<file path="src/verilog/ssmt_defines.svh">
`ifndef SSMT_DEFINES_SVH
`define SSMT_DEFINES_SVH

// opcodes
`define SSMT_FORCE_FLAG_ONE_OP 8'hdf
`define SSMT_SIGN_KEEPING_RIGHT_SHIFT_OP_R 8'hd0
`define SSMT_SIGN_KEEPING_RIGHT_SHIFT_OP_IR 8'hd1
`define SSMT_STOP_OP 8'h7f
`define SSMT_SUB_OP_RR 8'h22
`define SSMT_SUB_OP_RIR 8'h23
`define SSMT_SUB_OP_RRF 8'h24
`define SSMT_SUB_OP_RIRF 8'h25
`define SSMT_SUB_OP_RIM 8'h26
`define SSMT_INVERTED_MASK_PROBE_OP_RR 8'h62
`define SSMT_INVERTED_MASK_PROBE_OP_RIR 8'h63
`define SSMT_INVERTED_MASK_PROBE_OP_RRF 8'h64
`define SSMT_INVERTED_MASK_PROBE_OP_RIRF 8'h65
`define SSMT_INVERTED_MASK_PROBE_OP_RIM 8'h66

// cycle counts and byte lengths
`define SSMT_CYC_SHORT 3'h4
`define SSMT_CYC_LONG 3'h6
`define SSMT_LEN_1 2'h1
`define SSMT_LEN_2 2'h2
`define SSMT_LEN_3 2'h3

// flag bit positions in the flag byte
`define SSMT_FL_C 7
`define SSMT_FL_Z 6
`define SSMT_FL_S 5
`define SSMT_FL_V 4
`define SSMT_FL_D 3
`define SSMT_FL_H 2
`define SSMT_FLAGS_MASK 8'hfc
`define SSMT_FLAGS_RESET 8'h00

// register map (byte addresses)
`define SSMT_OFF_CMD 8'h00
`define SSMT_OFF_FLAGS 8'h04
`define SSMT_OFF_STATUS 8'h08
`define SSMT_OFF_REGS 8'h40
`define SSMT_NREGS 16
`define SSMT_REG_RESET 8'h00

// status bit positions
`define SSMT_ST_BUSY 0
`define SSMT_ST_STOP 1
`define SSMT_ST_ILLEGAL 2
`define SSMT_ST_REJECT 3
`define SSMT_ST_LEN_LO 4
`define SSMT_ST_WAKE 6

// axi responses
`define SSMT_RESP_OKAY 2'h0
`define SSMT_RESP_SLVERR 2'h2

`endif

</file>
<file path="src/verilog/ssmt_pkg.sv">
`include "ssmt_defines.svh"

package ssmt_pkg;

  typedef enum logic [2:0] {
    OPK_NONE, OPK_SETC, OPK_ASHR, OPK_STOP, OPK_SUB, OPK_PROBE
  } ssmt_opk_t;

  typedef enum logic [2:0] {
    AM_NONE, AM_RR, AM_RIR, AM_RRF, AM_RIRF, AM_RIM, AM_DST_R, AM_DST_IR
  } ssmt_mode_t;

  typedef enum logic [1:0] {ST_IDLE, ST_EXEC, ST_STOP} ssmt_state_t;

  typedef struct packed {
    logic legal;
    ssmt_opk_t opk;
    ssmt_mode_t mode;
    logic [2:0] cycles;
    logic [1:0] len;
  } ssmt_dec_t;

  function automatic ssmt_dec_t ssmt_decode(input logic [7:0] opc);
    ssmt_dec_t d;
    d = '{legal: 1'b1, opk: OPK_NONE, mode: AM_NONE, cycles: `SSMT_CYC_LONG, len: `SSMT_LEN_3};
    case (opc)
      `SSMT_FORCE_FLAG_ONE_OP: begin
        d.opk = OPK_SETC;
        d.cycles = `SSMT_CYC_SHORT;
        d.len = `SSMT_LEN_1;
      end
      `SSMT_SIGN_KEEPING_RIGHT_SHIFT_OP_R, `SSMT_SIGN_KEEPING_RIGHT_SHIFT_OP_IR: begin
        d.opk = OPK_ASHR;
        d.mode = opc[0] ? AM_DST_IR : AM_DST_R;
        d.cycles = `SSMT_CYC_SHORT;
        d.len = `SSMT_LEN_2;
      end
      `SSMT_STOP_OP: begin
        d.opk = OPK_STOP;
        d.cycles = `SSMT_CYC_SHORT;
        d.len = `SSMT_LEN_1;
      end
      `SSMT_SUB_OP_RR, `SSMT_SUB_OP_RIR, `SSMT_SUB_OP_RRF, `SSMT_SUB_OP_RIRF, `SSMT_SUB_OP_RIM,
      `SSMT_INVERTED_MASK_PROBE_OP_RR, `SSMT_INVERTED_MASK_PROBE_OP_RIR,
      `SSMT_INVERTED_MASK_PROBE_OP_RRF, `SSMT_INVERTED_MASK_PROBE_OP_RIRF,
      `SSMT_INVERTED_MASK_PROBE_OP_RIM: begin
        d.opk = (opc[7:4] == 4'h2) ? OPK_SUB : OPK_PROBE;
        unique case (opc[3:0])
          4'h2: begin
            d.mode = AM_RR;
            d.cycles = `SSMT_CYC_SHORT;
            d.len = `SSMT_LEN_2;
          end
          4'h3: begin
            d.mode = AM_RIR;
            d.len = `SSMT_LEN_2;
          end
          4'h4: d.mode = AM_RRF;
          4'h5: d.mode = AM_RIRF;
          default: d.mode = AM_RIM;
        endcase
      end
      default: d.legal = 1'b0;
    endcase
    return d;
  endfunction : ssmt_decode

endpackage : ssmt_pkg
</file>
<file path="src/verilog/ssmt_alu.sv">
`timescale 1ns/10ps
`include "ssmt_defines.svh"

module ssmt_alu (
  input wire ssmt_pkg::ssmt_opk_t opk, // operation class
  input wire logic [7:0] dst, // destination operand
  input wire logic [7:0] src, // source operand or mask
  input wire logic [7:0] flags_in, // flags before the instruction
  output logic [7:0] result, // value to write back
  output logic wr_dst, // write result into destination
  output logic [7:0] flags_out // flags after the instruction
);

  logic [8:0] sum;
  logic [4:0] low_sum;
  logic [7:0] probe;

  always_comb begin
    // two's complement add: carry out of 8 bits means no borrow
    sum = {1'b0, dst} + {1'b0, ~src} + 9'h001;
    low_sum = {1'b0, dst[3:0]} + {1'b0, ~src[3:0]} + 5'h01;
    probe = ~dst & src;
    result = dst;
    wr_dst = 1'b0;
    flags_out = flags_in;
    unique case (opk)
      ssmt_pkg::OPK_SETC: begin
        flags_out[`SSMT_FL_C] = 1'b1;
      end
      ssmt_pkg::OPK_ASHR: begin
        result = {dst[7], dst[7:1]};
        wr_dst = 1'b1;
        flags_out[`SSMT_FL_C] = dst[0];
        flags_out[`SSMT_FL_Z] = (result == 8'h00);
        flags_out[`SSMT_FL_S] = result[7];
        flags_out[`SSMT_FL_V] = 1'b0;
      end
      ssmt_pkg::OPK_SUB: begin
        result = sum[7:0];
        wr_dst = 1'b1;
        flags_out[`SSMT_FL_C] = ~sum[8];
        flags_out[`SSMT_FL_Z] = (sum[7:0] == 8'h00);
        flags_out[`SSMT_FL_S] = sum[7];
        flags_out[`SSMT_FL_V] = (dst[7] != src[7]) && (sum[7] == src[7]);
        flags_out[`SSMT_FL_D] = 1'b1;
        flags_out[`SSMT_FL_H] = ~low_sum[4];
      end
      ssmt_pkg::OPK_PROBE: begin
        // nothing written back, only flags move
        flags_out[`SSMT_FL_Z] = (probe == 8'h00);
        flags_out[`SSMT_FL_S] = probe[7];
        flags_out[`SSMT_FL_V] = 1'b0;
      end
      default: begin
        flags_out = flags_in;
      end
    endcase
  end

endmodule : ssmt_alu

</file>
<file path="src/verilog/ssmt_exec.sv">
// The AXI4-Lite interface to the registers and the address map were decided locally.
`timescale 1ns/10ps
`include "ssmt_defines.svh"

// Function
// - set-carry (DF, 1 byte, 4 cycles) forces carry to one.
// - set-carry leaves zero, sign, overflow, decimal-adjust, half-carry untouched.
// - arithmetic right shift, D0 register or D1 indirect, 2 bytes, 4 cycles.
// - bit 7 kept and copied to bit 6; old bit 0 goes to carry.
// - shift flags: carry from bit 0, zero, sign, overflow cleared, D/H kept.
// - stop (7F, 1 byte, 4 cycles) halts both clocks, enters stop mode, no flags.
// - stop mode keeps every register and port register unchanged.
// - stop mode ends only by external reset or external interrupt input.
// - subtract adds two's complement of source; destination gets difference.
// - subtract opcodes 22..26 with their lengths, modes and cycle counts.
// - subtract carry means borrow; zero and sign follow the result.
// - subtract overflow: opposite operand signs and result sign equals source sign.
// - subtract forces decimal-adjust; half-carry set on low nibble borrow.
// - mask probe ANDs inverted destination with the source mask.
// - mask probe writes nothing back; zero set when the result is zero.
// - mask probe sign from bit 7, overflow cleared, C/D/H kept.
// - mask probe opcodes 62..66 with their lengths, modes and cycle counts.

module ssmt_exec (
  input wire logic clk_sys, // 100 MHz system clock
  input wire logic reset, // synchronous, active high
  input wire logic ext_int, // external interrupt pin, asynchronous
  input wire logic [7:0] s_axi_awaddr, // write address
  input wire logic s_axi_awvalid, // write address valid
  output logic s_axi_awready, // write address ready
  input wire logic [31:0] s_axi_wdata, // write data
  input wire logic [3:0] s_axi_wstrb, // write byte strobes
  input wire logic s_axi_wvalid, // write data valid
  output logic s_axi_wready, // write data ready
  output logic [1:0] s_axi_bresp, // write response
  output logic s_axi_bvalid, // write response valid
  input wire logic s_axi_bready, // write response ready
  input wire logic [7:0] s_axi_araddr, // read address
  input wire logic s_axi_arvalid, // read address valid
  output logic s_axi_arready, // read address ready
  output logic [31:0] s_axi_rdata, // read data
  output logic [1:0] s_axi_rresp, // read response
  output logic s_axi_rvalid, // read data valid
  input wire logic s_axi_rready, // read data ready
  output logic cpu_clk_halt, // cpu clock stopped
  output logic sys_clk_halt, // system clock stopped
  output logic int_service // one-cycle pulse: enter interrupt service
);

  ssmt_pkg::ssmt_state_t state_q;
  ssmt_pkg::ssmt_dec_t dec_q;
  logic [7:0] byte2_q;
  logic [7:0] byte3_q;
  logic [2:0] cnt_q;
  logic [7:0] regs_q [`SSMT_NREGS];
  logic [7:0] flags_q;
  logic illegal_q;
  logic reject_q;
  logic wake_q;
  logic cpu_halt_q;
  logic sys_halt_q;
  logic int_service_q;

  // axi slave state
  logic aw_have_q;
  logic w_have_q;
  logic [7:0] awaddr_q;
  logic [31:0] wdata_q;
  logic [3:0] wstrb_q;
  logic bvalid_q;
  logic [1:0] bresp_q;
  logic arready_q;
  logic rvalid_q;
  logic [31:0] rdata_q;
  logic [1:0] rresp_q;

  // interrupt pin synchroniser
  logic int_s1_q;
  logic int_s2_q;
  logic int_s3_q;
  logic int_level_q;

  // operand fetch and alu
  logic [3:0] dst_idx;
  logic [7:0] dst_val;
  logic [7:0] src_val;
  logic [7:0] alu_res;
  logic alu_wr;
  logic [7:0] alu_flags;

  logic do_write;
  logic wr_cmd;
  logic wr_flags;
  logic wr_reg;
  logic wr_ok;
  logic cmd_accept;
  logic commit;
  logic stopped;

  function automatic logic [3:0] reg_idx(input logic [7:0] a);
    // the slice holds sixteen registers, upper address bits fold away
    return a[3:0];
  endfunction : reg_idx

  function automatic logic is_reg_addr(input logic [7:0] a);
    return (a[7:6] == 2'(`SSMT_OFF_REGS >> 6)) && (a[1:0] == 2'h0);
  endfunction : is_reg_addr

  assign stopped = (state_q == ssmt_pkg::ST_STOP);
  assign commit = (state_q == ssmt_pkg::ST_EXEC) && (cnt_q == 3'h0);

  // operand fetch per addressing mode
  always_comb begin
    dst_idx = reg_idx(byte2_q);
    dst_val = 8'h00;
    src_val = 8'h00;
    unique case (dec_q.mode)
      ssmt_pkg::AM_RR: begin
        dst_idx = byte2_q[7:4];
        src_val = regs_q[byte2_q[3:0]];
      end
      ssmt_pkg::AM_RIR: begin
        dst_idx = byte2_q[7:4];
        src_val = regs_q[reg_idx(regs_q[byte2_q[3:0]])];
      end
      ssmt_pkg::AM_RRF: begin
        dst_idx = reg_idx(byte3_q);
        src_val = regs_q[reg_idx(byte2_q)];
      end
      ssmt_pkg::AM_RIRF: begin
        dst_idx = reg_idx(byte3_q);
        src_val = regs_q[reg_idx(regs_q[reg_idx(byte2_q)])];
      end
      ssmt_pkg::AM_RIM: begin
        dst_idx = reg_idx(byte2_q);
        src_val = byte3_q;
      end
      ssmt_pkg::AM_DST_IR: begin
        dst_idx = reg_idx(regs_q[reg_idx(byte2_q)]);
      end
      default: begin
        dst_idx = reg_idx(byte2_q);
      end
    endcase
    dst_val = regs_q[dst_idx];
  end

  ssmt_alu u_alu (
    .opk(dec_q.opk),
    .dst(dst_val),
    .src(src_val),
    .flags_in(flags_q),
    .result(alu_res),
    .wr_dst(alu_wr),
    .flags_out(alu_flags)
  );

  // ---- axi write side ----
  assign do_write = aw_have_q && w_have_q && !bvalid_q;
  // in stop mode every write is refused so the registers and flags stay frozen
  assign wr_ok = !stopped;
  assign wr_cmd = do_write && (awaddr_q == `SSMT_OFF_CMD);
  assign wr_flags = do_write && wr_ok && (awaddr_q == `SSMT_OFF_FLAGS) && wstrb_q[0];
  assign wr_reg = do_write && wr_ok && is_reg_addr(awaddr_q) && wstrb_q[0];
  assign cmd_accept = wr_cmd && (state_q == ssmt_pkg::ST_IDLE) && dec_new_q_legal();

  function automatic logic dec_new_q_legal();
    return ssmt_pkg::ssmt_decode(wdata_q[7:0]).legal;
  endfunction : dec_new_q_legal

  always_ff @(posedge clk_sys) begin
    if (reset) begin
      aw_have_q <= 1'b0;
      awaddr_q <= 8'h00;
    end else if (s_axi_awvalid && !aw_have_q) begin
      aw_have_q <= 1'b1;
      awaddr_q <= s_axi_awaddr;
    end else if (do_write) begin
      aw_have_q <= 1'b0;
    end
  end

  always_ff @(posedge clk_sys) begin
    if (reset) begin
      w_have_q <= 1'b0;
      wdata_q <= 32'h00000000;
      wstrb_q <= 4'h0;
    end else if (s_axi_wvalid && !w_have_q) begin
      w_have_q <= 1'b1;
      wdata_q <= s_axi_wdata;
      wstrb_q <= s_axi_wstrb;
    end else if (do_write) begin
      w_have_q <= 1'b0;
    end
  end

  always_ff @(posedge clk_sys) begin
    if (reset) begin
      bvalid_q <= 1'b0;
      bresp_q <= `SSMT_RESP_OKAY;
    end else if (do_write) begin
      bvalid_q <= 1'b1;
      bresp_q <= (wr_flags || wr_reg || cmd_accept) ? `SSMT_RESP_OKAY : `SSMT_RESP_SLVERR;
    end else if (s_axi_bready) begin
      bvalid_q <= 1'b0;
    end
  end

  // ---- axi read side ----
  always_ff @(posedge clk_sys) begin
    if (reset) begin
      arready_q <= 1'b0;
      rvalid_q <= 1'b0;
      rdata_q <= 32'h00000000;
      rresp_q <= `SSMT_RESP_OKAY;
    end else if (rvalid_q) begin
      arready_q <= 1'b0;
      if (s_axi_rready) begin
        rvalid_q <= 1'b0;
      end
    end else if (s_axi_arvalid && arready_q) begin
      arready_q <= 1'b0;
      rvalid_q <= 1'b1;
      rresp_q <= `SSMT_RESP_OKAY;
      rdata_q <= 32'h00000000;
      if (s_axi_araddr == `SSMT_OFF_FLAGS) begin
        rdata_q[7:0] <= flags_q;
      end else if (s_axi_araddr == `SSMT_OFF_STATUS) begin
        rdata_q[`SSMT_ST_BUSY] <= (state_q == ssmt_pkg::ST_EXEC);
        rdata_q[`SSMT_ST_STOP] <= stopped;
        rdata_q[`SSMT_ST_ILLEGAL] <= illegal_q;
        rdata_q[`SSMT_ST_REJECT] <= reject_q;
        rdata_q[`SSMT_ST_LEN_LO +: 2] <= dec_q.len;
        rdata_q[`SSMT_ST_WAKE] <= wake_q;
      end else if (is_reg_addr(s_axi_araddr)) begin
        rdata_q[7:0] <= regs_q[s_axi_araddr[5:2]];
      end else if (s_axi_araddr != `SSMT_OFF_CMD) begin
        rresp_q <= `SSMT_RESP_SLVERR;
      end
    end else begin
      arready_q <= s_axi_arvalid;
    end
  end

  // ---- interrupt pin: three flops, change taken when stages two and three agree ----
  always_ff @(posedge clk_sys) begin
    if (reset) begin
      int_s1_q <= 1'b0;
      int_s2_q <= 1'b0;
      int_s3_q <= 1'b0;
      int_level_q <= 1'b0;
    end else begin
      int_s1_q <= ext_int;
      int_s2_q <= int_s1_q;
      int_s3_q <= int_s2_q;
      if (int_s2_q == int_s3_q) begin
        int_level_q <= int_s3_q;
      end
    end
  end

  // ---- sequencing ----
  // reset is the only other way out of stop; it must outlast oscillator start-up
  always_ff @(posedge clk_sys) begin
    if (reset) begin
      state_q <= ssmt_pkg::ST_IDLE;
      cnt_q <= 3'h0;
      dec_q <= '{legal: 1'b0, opk: ssmt_pkg::OPK_NONE, mode: ssmt_pkg::AM_NONE, cycles: 3'h0, len: 2'h0};
      byte2_q <= 8'h00;
      byte3_q <= 8'h00;
    end else begin
      unique case (state_q)
        ssmt_pkg::ST_IDLE: begin
          if (cmd_accept) begin
            state_q <= ssmt_pkg::ST_EXEC;
            dec_q <= ssmt_pkg::ssmt_decode(wdata_q[7:0]);
            cnt_q <= ssmt_pkg::ssmt_decode(wdata_q[7:0]).cycles - 3'h1;
            byte2_q <= wdata_q[15:8];
            byte3_q <= wdata_q[23:16];
          end
        end
        ssmt_pkg::ST_EXEC: begin
          if (cnt_q != 3'h0) begin
            cnt_q <= cnt_q - 3'h1;
          end else if (dec_q.opk == ssmt_pkg::OPK_STOP) begin
            state_q <= ssmt_pkg::ST_STOP;
          end else begin
            state_q <= ssmt_pkg::ST_IDLE;
          end
        end
        ssmt_pkg::ST_STOP: begin
          if (int_level_q) begin
            state_q <= ssmt_pkg::ST_IDLE;
          end
        end
      endcase
    end
  end

  always_ff @(posedge clk_sys) begin
    if (reset) begin
      cpu_halt_q <= 1'b0;
      sys_halt_q <= 1'b0;
      int_service_q <= 1'b0;
      wake_q <= 1'b0;
    end else begin
      int_service_q <= 1'b0;
      if (commit && dec_q.opk == ssmt_pkg::OPK_STOP) begin
        cpu_halt_q <= 1'b1;
        sys_halt_q <= 1'b1;
        wake_q <= 1'b0;
      end else if (stopped && int_level_q) begin
        cpu_halt_q <= 1'b0;
        sys_halt_q <= 1'b0;
        int_service_q <= 1'b1;
        wake_q <= 1'b1;
      end
    end
  end

  always_ff @(posedge clk_sys) begin
    if (reset) begin
      illegal_q <= 1'b0;
      reject_q <= 1'b0;
    end else if (wr_cmd) begin
      illegal_q <= !dec_new_q_legal();
      reject_q <= !cmd_accept;
    end
  end

  // flags: the executing instruction wins over a software write in the same cycle
  always_ff @(posedge clk_sys) begin
    if (reset) begin
      flags_q <= `SSMT_FLAGS_RESET;
    end else if (commit) begin
      flags_q <= alu_flags & `SSMT_FLAGS_MASK;
    end else if (wr_flags) begin
      flags_q <= wdata_q[7:0] & `SSMT_FLAGS_MASK;
    end
  end

  // register file; the mask probe and set-carry never raise alu_wr
  always_ff @(posedge clk_sys) begin
    if (reset) begin
      for (int i = 0; i < `SSMT_NREGS; i++) begin
        regs_q[i] <= `SSMT_REG_RESET;
      end
    end else begin
      if (wr_reg) regs_q[awaddr_q[5:2]] <= wdata_q[7:0];
      if (commit && alu_wr) regs_q[dst_idx] <= alu_res;
    end
  end

  assign s_axi_awready = !aw_have_q;
  assign s_axi_wready = !w_have_q;
  assign s_axi_bvalid = bvalid_q;
  assign s_axi_bresp = bresp_q;
  assign s_axi_arready = arready_q;
  assign s_axi_rvalid = rvalid_q;
  assign s_axi_rdata = rdata_q;
  assign s_axi_rresp = rresp_q;
  assign cpu_clk_halt = cpu_halt_q;
  assign sys_clk_halt = sys_halt_q;
  assign int_service = int_service_q;

endmodule : ssmt_exec

</file>
<file path="config.mk">
export PLATFORM = sky130hd
export DESIGN_NAME = ssmt_exec
export DESIGN_NICKNAME = d
export VERILOG_FILES = /design/src/verilog/ssmt_pkg.sv /design/src/verilog/ssmt_alu.sv /design/src/verilog/ssmt_exec.sv
export VERILOG_INCLUDE_DIRS = /design/src /design/src/verilog
export SDC_FILE = /design/constraint.sdc
export NUM_CORES = 1
export LEC_CHECK = 0
export ABC_CLOCK_PERIOD_IN_PS = 6250
export BUFFER_PORTS_ARGS = -buffer_cell sky130_fd_sc_hd__clkbuf_2
export CAP_MARGIN = 30
export CORE_MARGIN = 2
export CORE_UTILIZATION = 35
export DETAILED_ROUTE_END_ITERATION = 7
export SYNTH_ARGS = -nofsm -noshare
export SYNTH_HDL_FRONTEND = slang
export SYNTH_HIERARCHICAL = 1
export SYNTH_SLANG_ARGS = --single-unit
</file>
<file path="constraint.sdc">
create_clock -name clk_sys -period 6.25 [get_ports clk_sys]
set_clock_uncertainty 0.2 [all_clocks]
set_input_delay 0.625 -clock clk_sys [delete_from_list [all_inputs] [get_ports clk_sys]]
set_output_delay 0.625 -clock clk_sys [all_outputs]
set_load 0.01 [all_outputs]
</file>
Word level (Yosys, flattened, before mapping)
Memory sizes are Yosys's and may differ from the RTL's. A register that Yosys moved wholly into a read port is not among the register bits.
Cells that the tools add are included.

storage, ports and cells
  register bits = 94
  RAM bits = 128
  logic and storage cells = 223
  memories kept = 1

memories
  name    depth  width  rd ports  clocked after memory_dff  wr ports  line             text
  regs_q  16     8      4         1                         16        ssmt_exec.sv:55  logic [7:0] regs_q [`SSMT_NREGS];

operators by class
  add/subtract/negate cells = 6
  equal/unequal tests = 47
  mux-type cells = 67
  bitwise logic cells = 7
  reductions and logical operators = 65

operators with widths
  operator            count
  $eq 8x7->1 const B  6
  $mux 8              6
  $eq 8x6->1 const B  5
  $logic_not 8->1     4
  $mux 1              29
  $eq 8x8->1 const B  3
  $pmux 3 s4          2
  $pmux 8 s3          1
  $mux 2              11
  $logic_and 1x1->1   20
  $reduce_or 2->1     9
  $eq 8x3->1 const B  2
  $mux 4              4
  $not 8->8           2
  $pmux 8 s2          1
  $reduce_or 8->1     2
  $eq 3x3->1 const B  5
  $mux 5              3
  $pmux 5 s3          1
  $reduce_or 14->1    1
  $eq 3x2->1 const B  4
  $eq 4x2->1 const B  3
  $pmux 3 s2          2
  $pmux 4 s3          1
  34 further kinds    65

Depth between registers and ports, before layout
Gate-level depths: netlist of run 1.

  depth after elaboration = 11
  mapped depth = 24
  depth with buffers taken out = 19

Cells and area by module
The synthesis of run 1 kept the hierarchy.

modules (own cells, without submodules)
  module     times used  cells each  area each (um^2)
  ssmt_exec  1           1634        15569.9
  ssmt_alu   1           152         975.9

Least setup slack after synthesis of run 1
OpenSTA, ideal clock, no wires.

  path kind = register to register
  start = reg with a tool-made name
  end = mem regs_q[2][6] (data pin)
  setup time = 0.272 ns
  arrival time = 4.665 ns
  slack = 1.113 ns
  stages on the path, launching flop included = 21
  buffers on the path = 3
  cell sequence = dfxtp_1 > mux4_2 > mux2_2 > nand2b_1 > clkbuf_1 > nand2_1 > clkbuf_1 > a211oi_1 > o32a_1 > o2111ai_1 > ha_1 > inv_1 > fa_1 > nand3_1 > nand2_1 > a2111oi_0 > nor3_1 > a31o_2 > inv_1 > clkbuf_1 > mux2i_1

RTL lines
  element    line
  to (decl)  ssmt_exec.sv:55

==> metrics.txt, run 1 <==
Worst Reg-to-Reg Cells=17; post-route clock period utilization=95.3%; initial DRC count=1752; vias in the first global route=14160; Worst-Skew Late Latency=0.56 ns; fmax=168 MHz; wire per inst=25.7 um; final instance area=18500 um^2; Final Hold Fails=0; max-cap viol count=0; dpl ws=0.269 ns; hold path startpoint=s_axi_awvalid; Pwr Total=3.62 mW; worst path bufs/invs=2; status=complete, no violations; Critical Path Max Stage Delay=0.60 ns; fin util=39.7%; placed instance count=2377; busiest grt layer=met2; pins over their slew limit=0; Port Buffers=66; clock sinks=224; Reg clk slew, reported paths=0.06 ns; n_diodes=0; DRT antenna net count=0; Routed WL=62500 um; Final min period=5.96 ns; Starting Density=35.5%; Required @ worst endpoint=6.31 ns; Leak Pwr=6.86 nW; crit start category=flop; row count=79; GR Util met2=38.2%; core area=46600 um^2; CTS tree=done; clk root buf=clkbuf_16; Slew headroom=31.0%; non-filler cells in the finished layout=2426; Stages on worst setup path=17; Die Y=221 um; final setup violation count=0; Post-route DRC=0; crit-path max FO=13; Ys Warns=6; NumNets Final=1880; largest net degree at the start of global routing=73; H-tree levels=1; crit path capture type=flop; CTS buffer count=26; crit path DAT=6.02 ns; final setup margin=0.295 ns; total negative slack=0 ns; Least-Margin Pin Slew=1.03 ns; syn avg cell area=9.27 um^2; # fillers=4554; hold path depth=2; Cells after Synth=1784; antenna violations before repair=0; Vias=14948; critical path's slowest cell=edfxtp_1; power density over the cells=196 nW/um^2; Post-DP HPWL=46100 um; CP Class=flop to flop; die area=49000 um^2; Hold WS=0.0739 ns; synthesized area=16500 um^2; setup repair bufs after CTS=0; r2r setup slk=0.29 ns; RSZ-0062 raised after global routing=no; RD Place Congestion=0.994; clk buf depth=3; Post-DP Area=17600 um^2; Crit path top cell by count=nand2_1; share of cells above drive strength 1=17.8%; Total Routing Usage GR=24.6%; Max IR drop VDD=0.000184 V; family with the most delay on the worst path=compound AO/OA/AOI/OAI gates; first-pass GRT wire length=91300 um; first-pass detailed-route iteration total=8; routed vias/inst=6.16; FF-to-FF Start=regs_q[5][0]; Worst Hold Class=input port to flop; met3 Use GR=4.67%; Cell Chain, Critical Path=mux4_2, mux2_2, a311oi_1, and2_1, buf_4, nand2_1, a221o_1, nand4_1, ha_1, a21oi_2, o21ai_1, a41oi_2, xnor2_1, nand3_1, nand2_1, inv_1, mux2i_1; Synth-to-Final Area Change=11.8%; gr ovfl total=0; Crit. Startpoint=regs_q[5][0]; IO Pins=104; Die W=221 um; met1 Use GR=32.4%
-- placed cells by master (no fill, tap or decap), types with 31 or more instances in the layout --
cell,n
a21oi_1,127
nor3_1,31
clkbuf_2,66
a221o_1,38
a211oi_1,56
mux2i_1,174
dfxtp_1,94
nand2b_1,35
nand2_1,352
mux4_2,71
buf_4,72
edfxtp_1,128
nor2_1,89
inv_1,41
o21ai_0,46
-- where the power goes --
part | switching (mW) | total (mW) | internal, mW
clock | 0.636 | 1.49 | 0.853
sequential | 0.0872 | 1.70 | 1.61
combinational | 0.258 | 0.428 | 0.170
-- per-layer routing --
metal	wire length [um]	vias up
met1	24800	7224
met4	3820	0
met5	0	-
li1	-	6622
met3	6340	202
met2	27500	900
-- sequential cells by signal, indices dropped and copies added (netlist names), 2 cells and up, named ones only --
register and flops:
state_q 2, byte3_q 8, byte2_q 8, s_axi_rdata 8
regs_q 128, cnt_q 3, awaddr_q 8, flags_q 6
dec_q 8, wdata_q 24
-- repair_timing --
| item | in CTS | in global routing |
|---|---|---|
| resized for setup | 0 | 6 |
| endpoints found under the setup margin | 0 | 26 |
| hold buffers | 0 | 0 |
| hold endpoints to repair | 0 | 0 |
-- worst paths after layout --
kind                        end
setup / recovery  regs_q[15][7]
hold / removal        aw_have_q
setup reg to reg  regs_q[15][7]
hold reg to reg        int_s2_q
-- layout make-up --
| cell class | instances | area (um^2) | area share, % |
|---|---|---|---|
| Tap cell | 607 | 759 | 4.11 |
| Multi-Input combinational cell | 1358 | 9890 | 53.5 |
| Clock buffer | 38 | 768 | 4.16 |
| Timing Repair Buffer | 148 | 1070 | 5.80 |
| Sequential cell | 224 | 5770 | 31.2 |
| Inverter | 41 | 154 | 0.833 |
| Clock inverter | 10 | 66.3 | 0.359 |
Power figures use the tool's default switching activity.
==> run 2: changes to the inputs <==
CORE_UTILIZATION = 54   (was 35)
PLACE_DENSITY = 0.72   (was unset)
SYNTH_HIERARCHICAL = unset   (was 1)
==> metrics.txt, run 2 <==
top cells by count, synth=nand2_1, nand3_1, o21ai_0; Worst Reg-to-Reg Cells=21 (+4); max-cap viol count=0 (unchanged); clock sinks=224 (unchanged); row count=62 (-22%); hold_buf cts=0 (unchanged); most common cell after layout, fill and taps aside=nand2_1; Hold EP=aw_have_q; crit-path max FO=16 (+3); most frequent cell after synthesis=nand2_1; Port Buffers=66 (unchanged); hold path startpoint=s_axi_awvalid; Yosys reg bits=224; status=complete, no violations; Reg clk slew, reported paths=0.06 ns (about the same); largest registers=regs_q x128, wdata_q x24; RD Place Congestion=1.03 (+3.7%); gr ovfl total=0 (unchanged); share of cells above drive strength 1=16.5% (-1.3 points); crit path DAT=6.14 ns (+0.12 ns); Synth-to-Final Area Change=9.16%; post-synth top area cell=edfxtp_1; Die Y=175 um (-21%); Pwr Total=3.53 mW (-2.5%); Required @ worst endpoint=6.41 ns (+0.10 ns); most frequent cells in the layout=nand2_1, nand3_1, o21ai_0, nor2_1, edfxtp_1; first-pass GRT wire length=86600 um (-5.1%); NumNets Final=1845 (-1.9%); first-pass detailed-route iteration total=6 (-2); Starting Density=54.9% (+19 points); total negative slack=0 ns (unchanged); Final min period=5.98 ns (+0.0268 ns); DRT antenna net count=0 (unchanged); wire per inst=26.8 um (+4.1%); H-tree levels=1 (unchanged); synth top area cells=edfxtp_1, dfxtp_1, mux4_2, mux2i_1, nand3_1; Routed WL=58100 um (-7.0%); pins over their slew limit=0 (unchanged); r2r setup slk=0.27 ns (-0.03 ns); area share of the largest cell type after synthesis=24.4%; die area=30600 um^2 (-38%); Worst Hold Class=input port to flop; Cells after Synth=1752 (-1.8%); Max IR drop VDD=0.000198 V (+7.7%); Cell variety after synth=90; Post-DP HPWL=42400 um (-8.0%); max reg flops=128 (unchanged); core area=28700 um^2 (-38%); fmax=167 MHz (-0.45%); ys async rst share=0%; EDFF count, synth=128; Vias=14727 (-1.5%); post-route clock period utilization=95.7% (+0.43 points); crit path capture type=flop; clk buf depth=3 (unchanged); Leak Pwr=6.05 nW (-12%); CTS tree=done; Slew headroom=27.4% (-3.5 points); Die W=175 um (-21%); routed vias/inst=6.79 (+10%); r2r endpoint=regs_q[15][5]; final instance area=17200 um^2 (-6.8%); largest net degree at the start of global routing=93 (+27%); clk root buf=clkbuf_16; critical path's slowest cell=dfxtp_1; final setup violation count=0 (unchanged); vias in the first global route=13628 (-3.8%); Final Hold Fails=0 (unchanged); IO Pins=104 (unchanged); dpl ws=0.308 ns (+0.0391 ns); Worst-Skew Late Latency=0.56 ns (about the same); final setup margin=0.268 ns (-0.0268 ns); RSZ-0062 raised after global routing=no; antenna violations before repair=1 (+1); ys flop type=edfxtp_1; power density over the cells=205 nW/um^2 (+4.7%); sequential element share of the synthesized area=36.6%; CP Class=flop to flop; Post-DP Area=16500 um^2 (-6.5%); syn avg cell area=9.00 um^2 (-2.9%); Post-route DRC=0 (unchanged); hold path depth=2 (unchanged); initial DRC count=2144 (+22%); crit start category=flop; Total Routing Usage GR=37.8% (+13 points); synthesized area=15800 um^2 (-4.6%); Critical Path Max Stage Delay=0.70 ns (+0.10 ns); Ys Warns=0 (-6); CTS buffer count=24 (-7.7%); largest register by flop count=regs_q; Least-Margin Pin Slew=1.09 ns (+0.0536 ns); Cell Chain, Critical Path=buf_4, mux2i_1, a22o_1, or3_1, and2_2, buf_4, nand2_1, nand3_1, a311oi_1, a21oi_1, a22oi_1, ha_1, o21ai_0, nand2b_1, and2_1, nor3b_1, o21ai_1, a41oi_1, o22ai_2, buf_12, o21ai_0
-- run 2: cell types whose count changed in the layout (fill, tap and decap cells not counted), moves of 23 or more --
cell,change
nor2_1,+43
o21ai_0,+97
nand3_1,+137
mux2i_1,-87
a21oi_1,-33
a221o_1,-30
mux2_2,-23
nand2_1,-148
and3_1,-23
-- run 2: timing repair --
| item | in CTS | in global routing |
|---|---|---|
| setup endpoints to repair | 0 | 37 |
| endpoints found under the hold margin | 0 | 0 |
| resized for setup | 0 | 4 |
| setup buffers | 0 | 0 |
-- run 2: worst max-delay path: cells and delay by family (launching register included) --
family          cells  cell delay (ns)
compound gates      9             2.16
simple gates        7             1.59
buf+inv             3             0.74
flops               1             0.70
fa+ha+maj           1             0.32
mux                 1             0.09
-- run 2: metal layers --
layer	share of wire (%)	GRT usage, %	vias to the layer above
met3	14	10.2	215
met1	39	53.8	6956
met2	41	53.0	1021
met5	0	0	-
li1	-	-	6535
met4	5.7	18.4	0
-- run 2: worst max-delay path by stage --
stage | endpoint | slack [ns] | depth (start not counted)
floorplan | regs_q[5][7] | 1.11 | 21
detailed placement | regs_q[2][6] | 0.31 | 17
global placement | regs_q[5][6] | 0.40 | 17
finish | regs_q[15][5] | 0.27 | 21
global route | regs_q[15][5] | 0.08 | 22
CTS | regs_q[15][5] | 0.25 | 21
-- run 2: metrics by stage --
stage	hold slack, ns	instances	util [%]
global placement	0.218	2120	57.2
floorplan	0.214	1777	-
finish	0.0830	2168	60.0
CTS	0.0743	2166	59.9
global route	0.102	2166	60.0
detailed placement	0.222	2123	57.3
-- run 2: final cells by class --
cell class | instances | area (um^2)
clock buffer | 31 | 647
timing repair buffer | 135 | 951
antenna | 2 | 5.00
clock inverter | 12 | 103
multi-input combinational | 1328 | 9060
tap | 384 | 480
inverter | 52 | 196
sequential | 224 | 5770
fill | 2492 | 11500
-- run 2: power by group --
part / switching, mW / internal, mW / total (mW)
Clock: 0.619 / 0.773 / 1.39
Sequential: 0.0773 / 1.61 / 1.69
Combinational: 0.275 / 0.168 / 0.443
Total: 0.971 / 2.56 / 3.53
-- run 2: kinds of logic after synthesis --
family | Yosys count | synth area share (%)
xor gates and xnor gates | 7 | 0.389
and+or+nand+nor | 647 | 19.5
muxes | 164 | 15.9
DFF | 224 | 36.6
AOI/OAI and AO/OA | 464 | 19.3
buffers and inverters | 225 | 6.68
other | 1 | 0.0238
adders and majority gates | 20 | 1.63
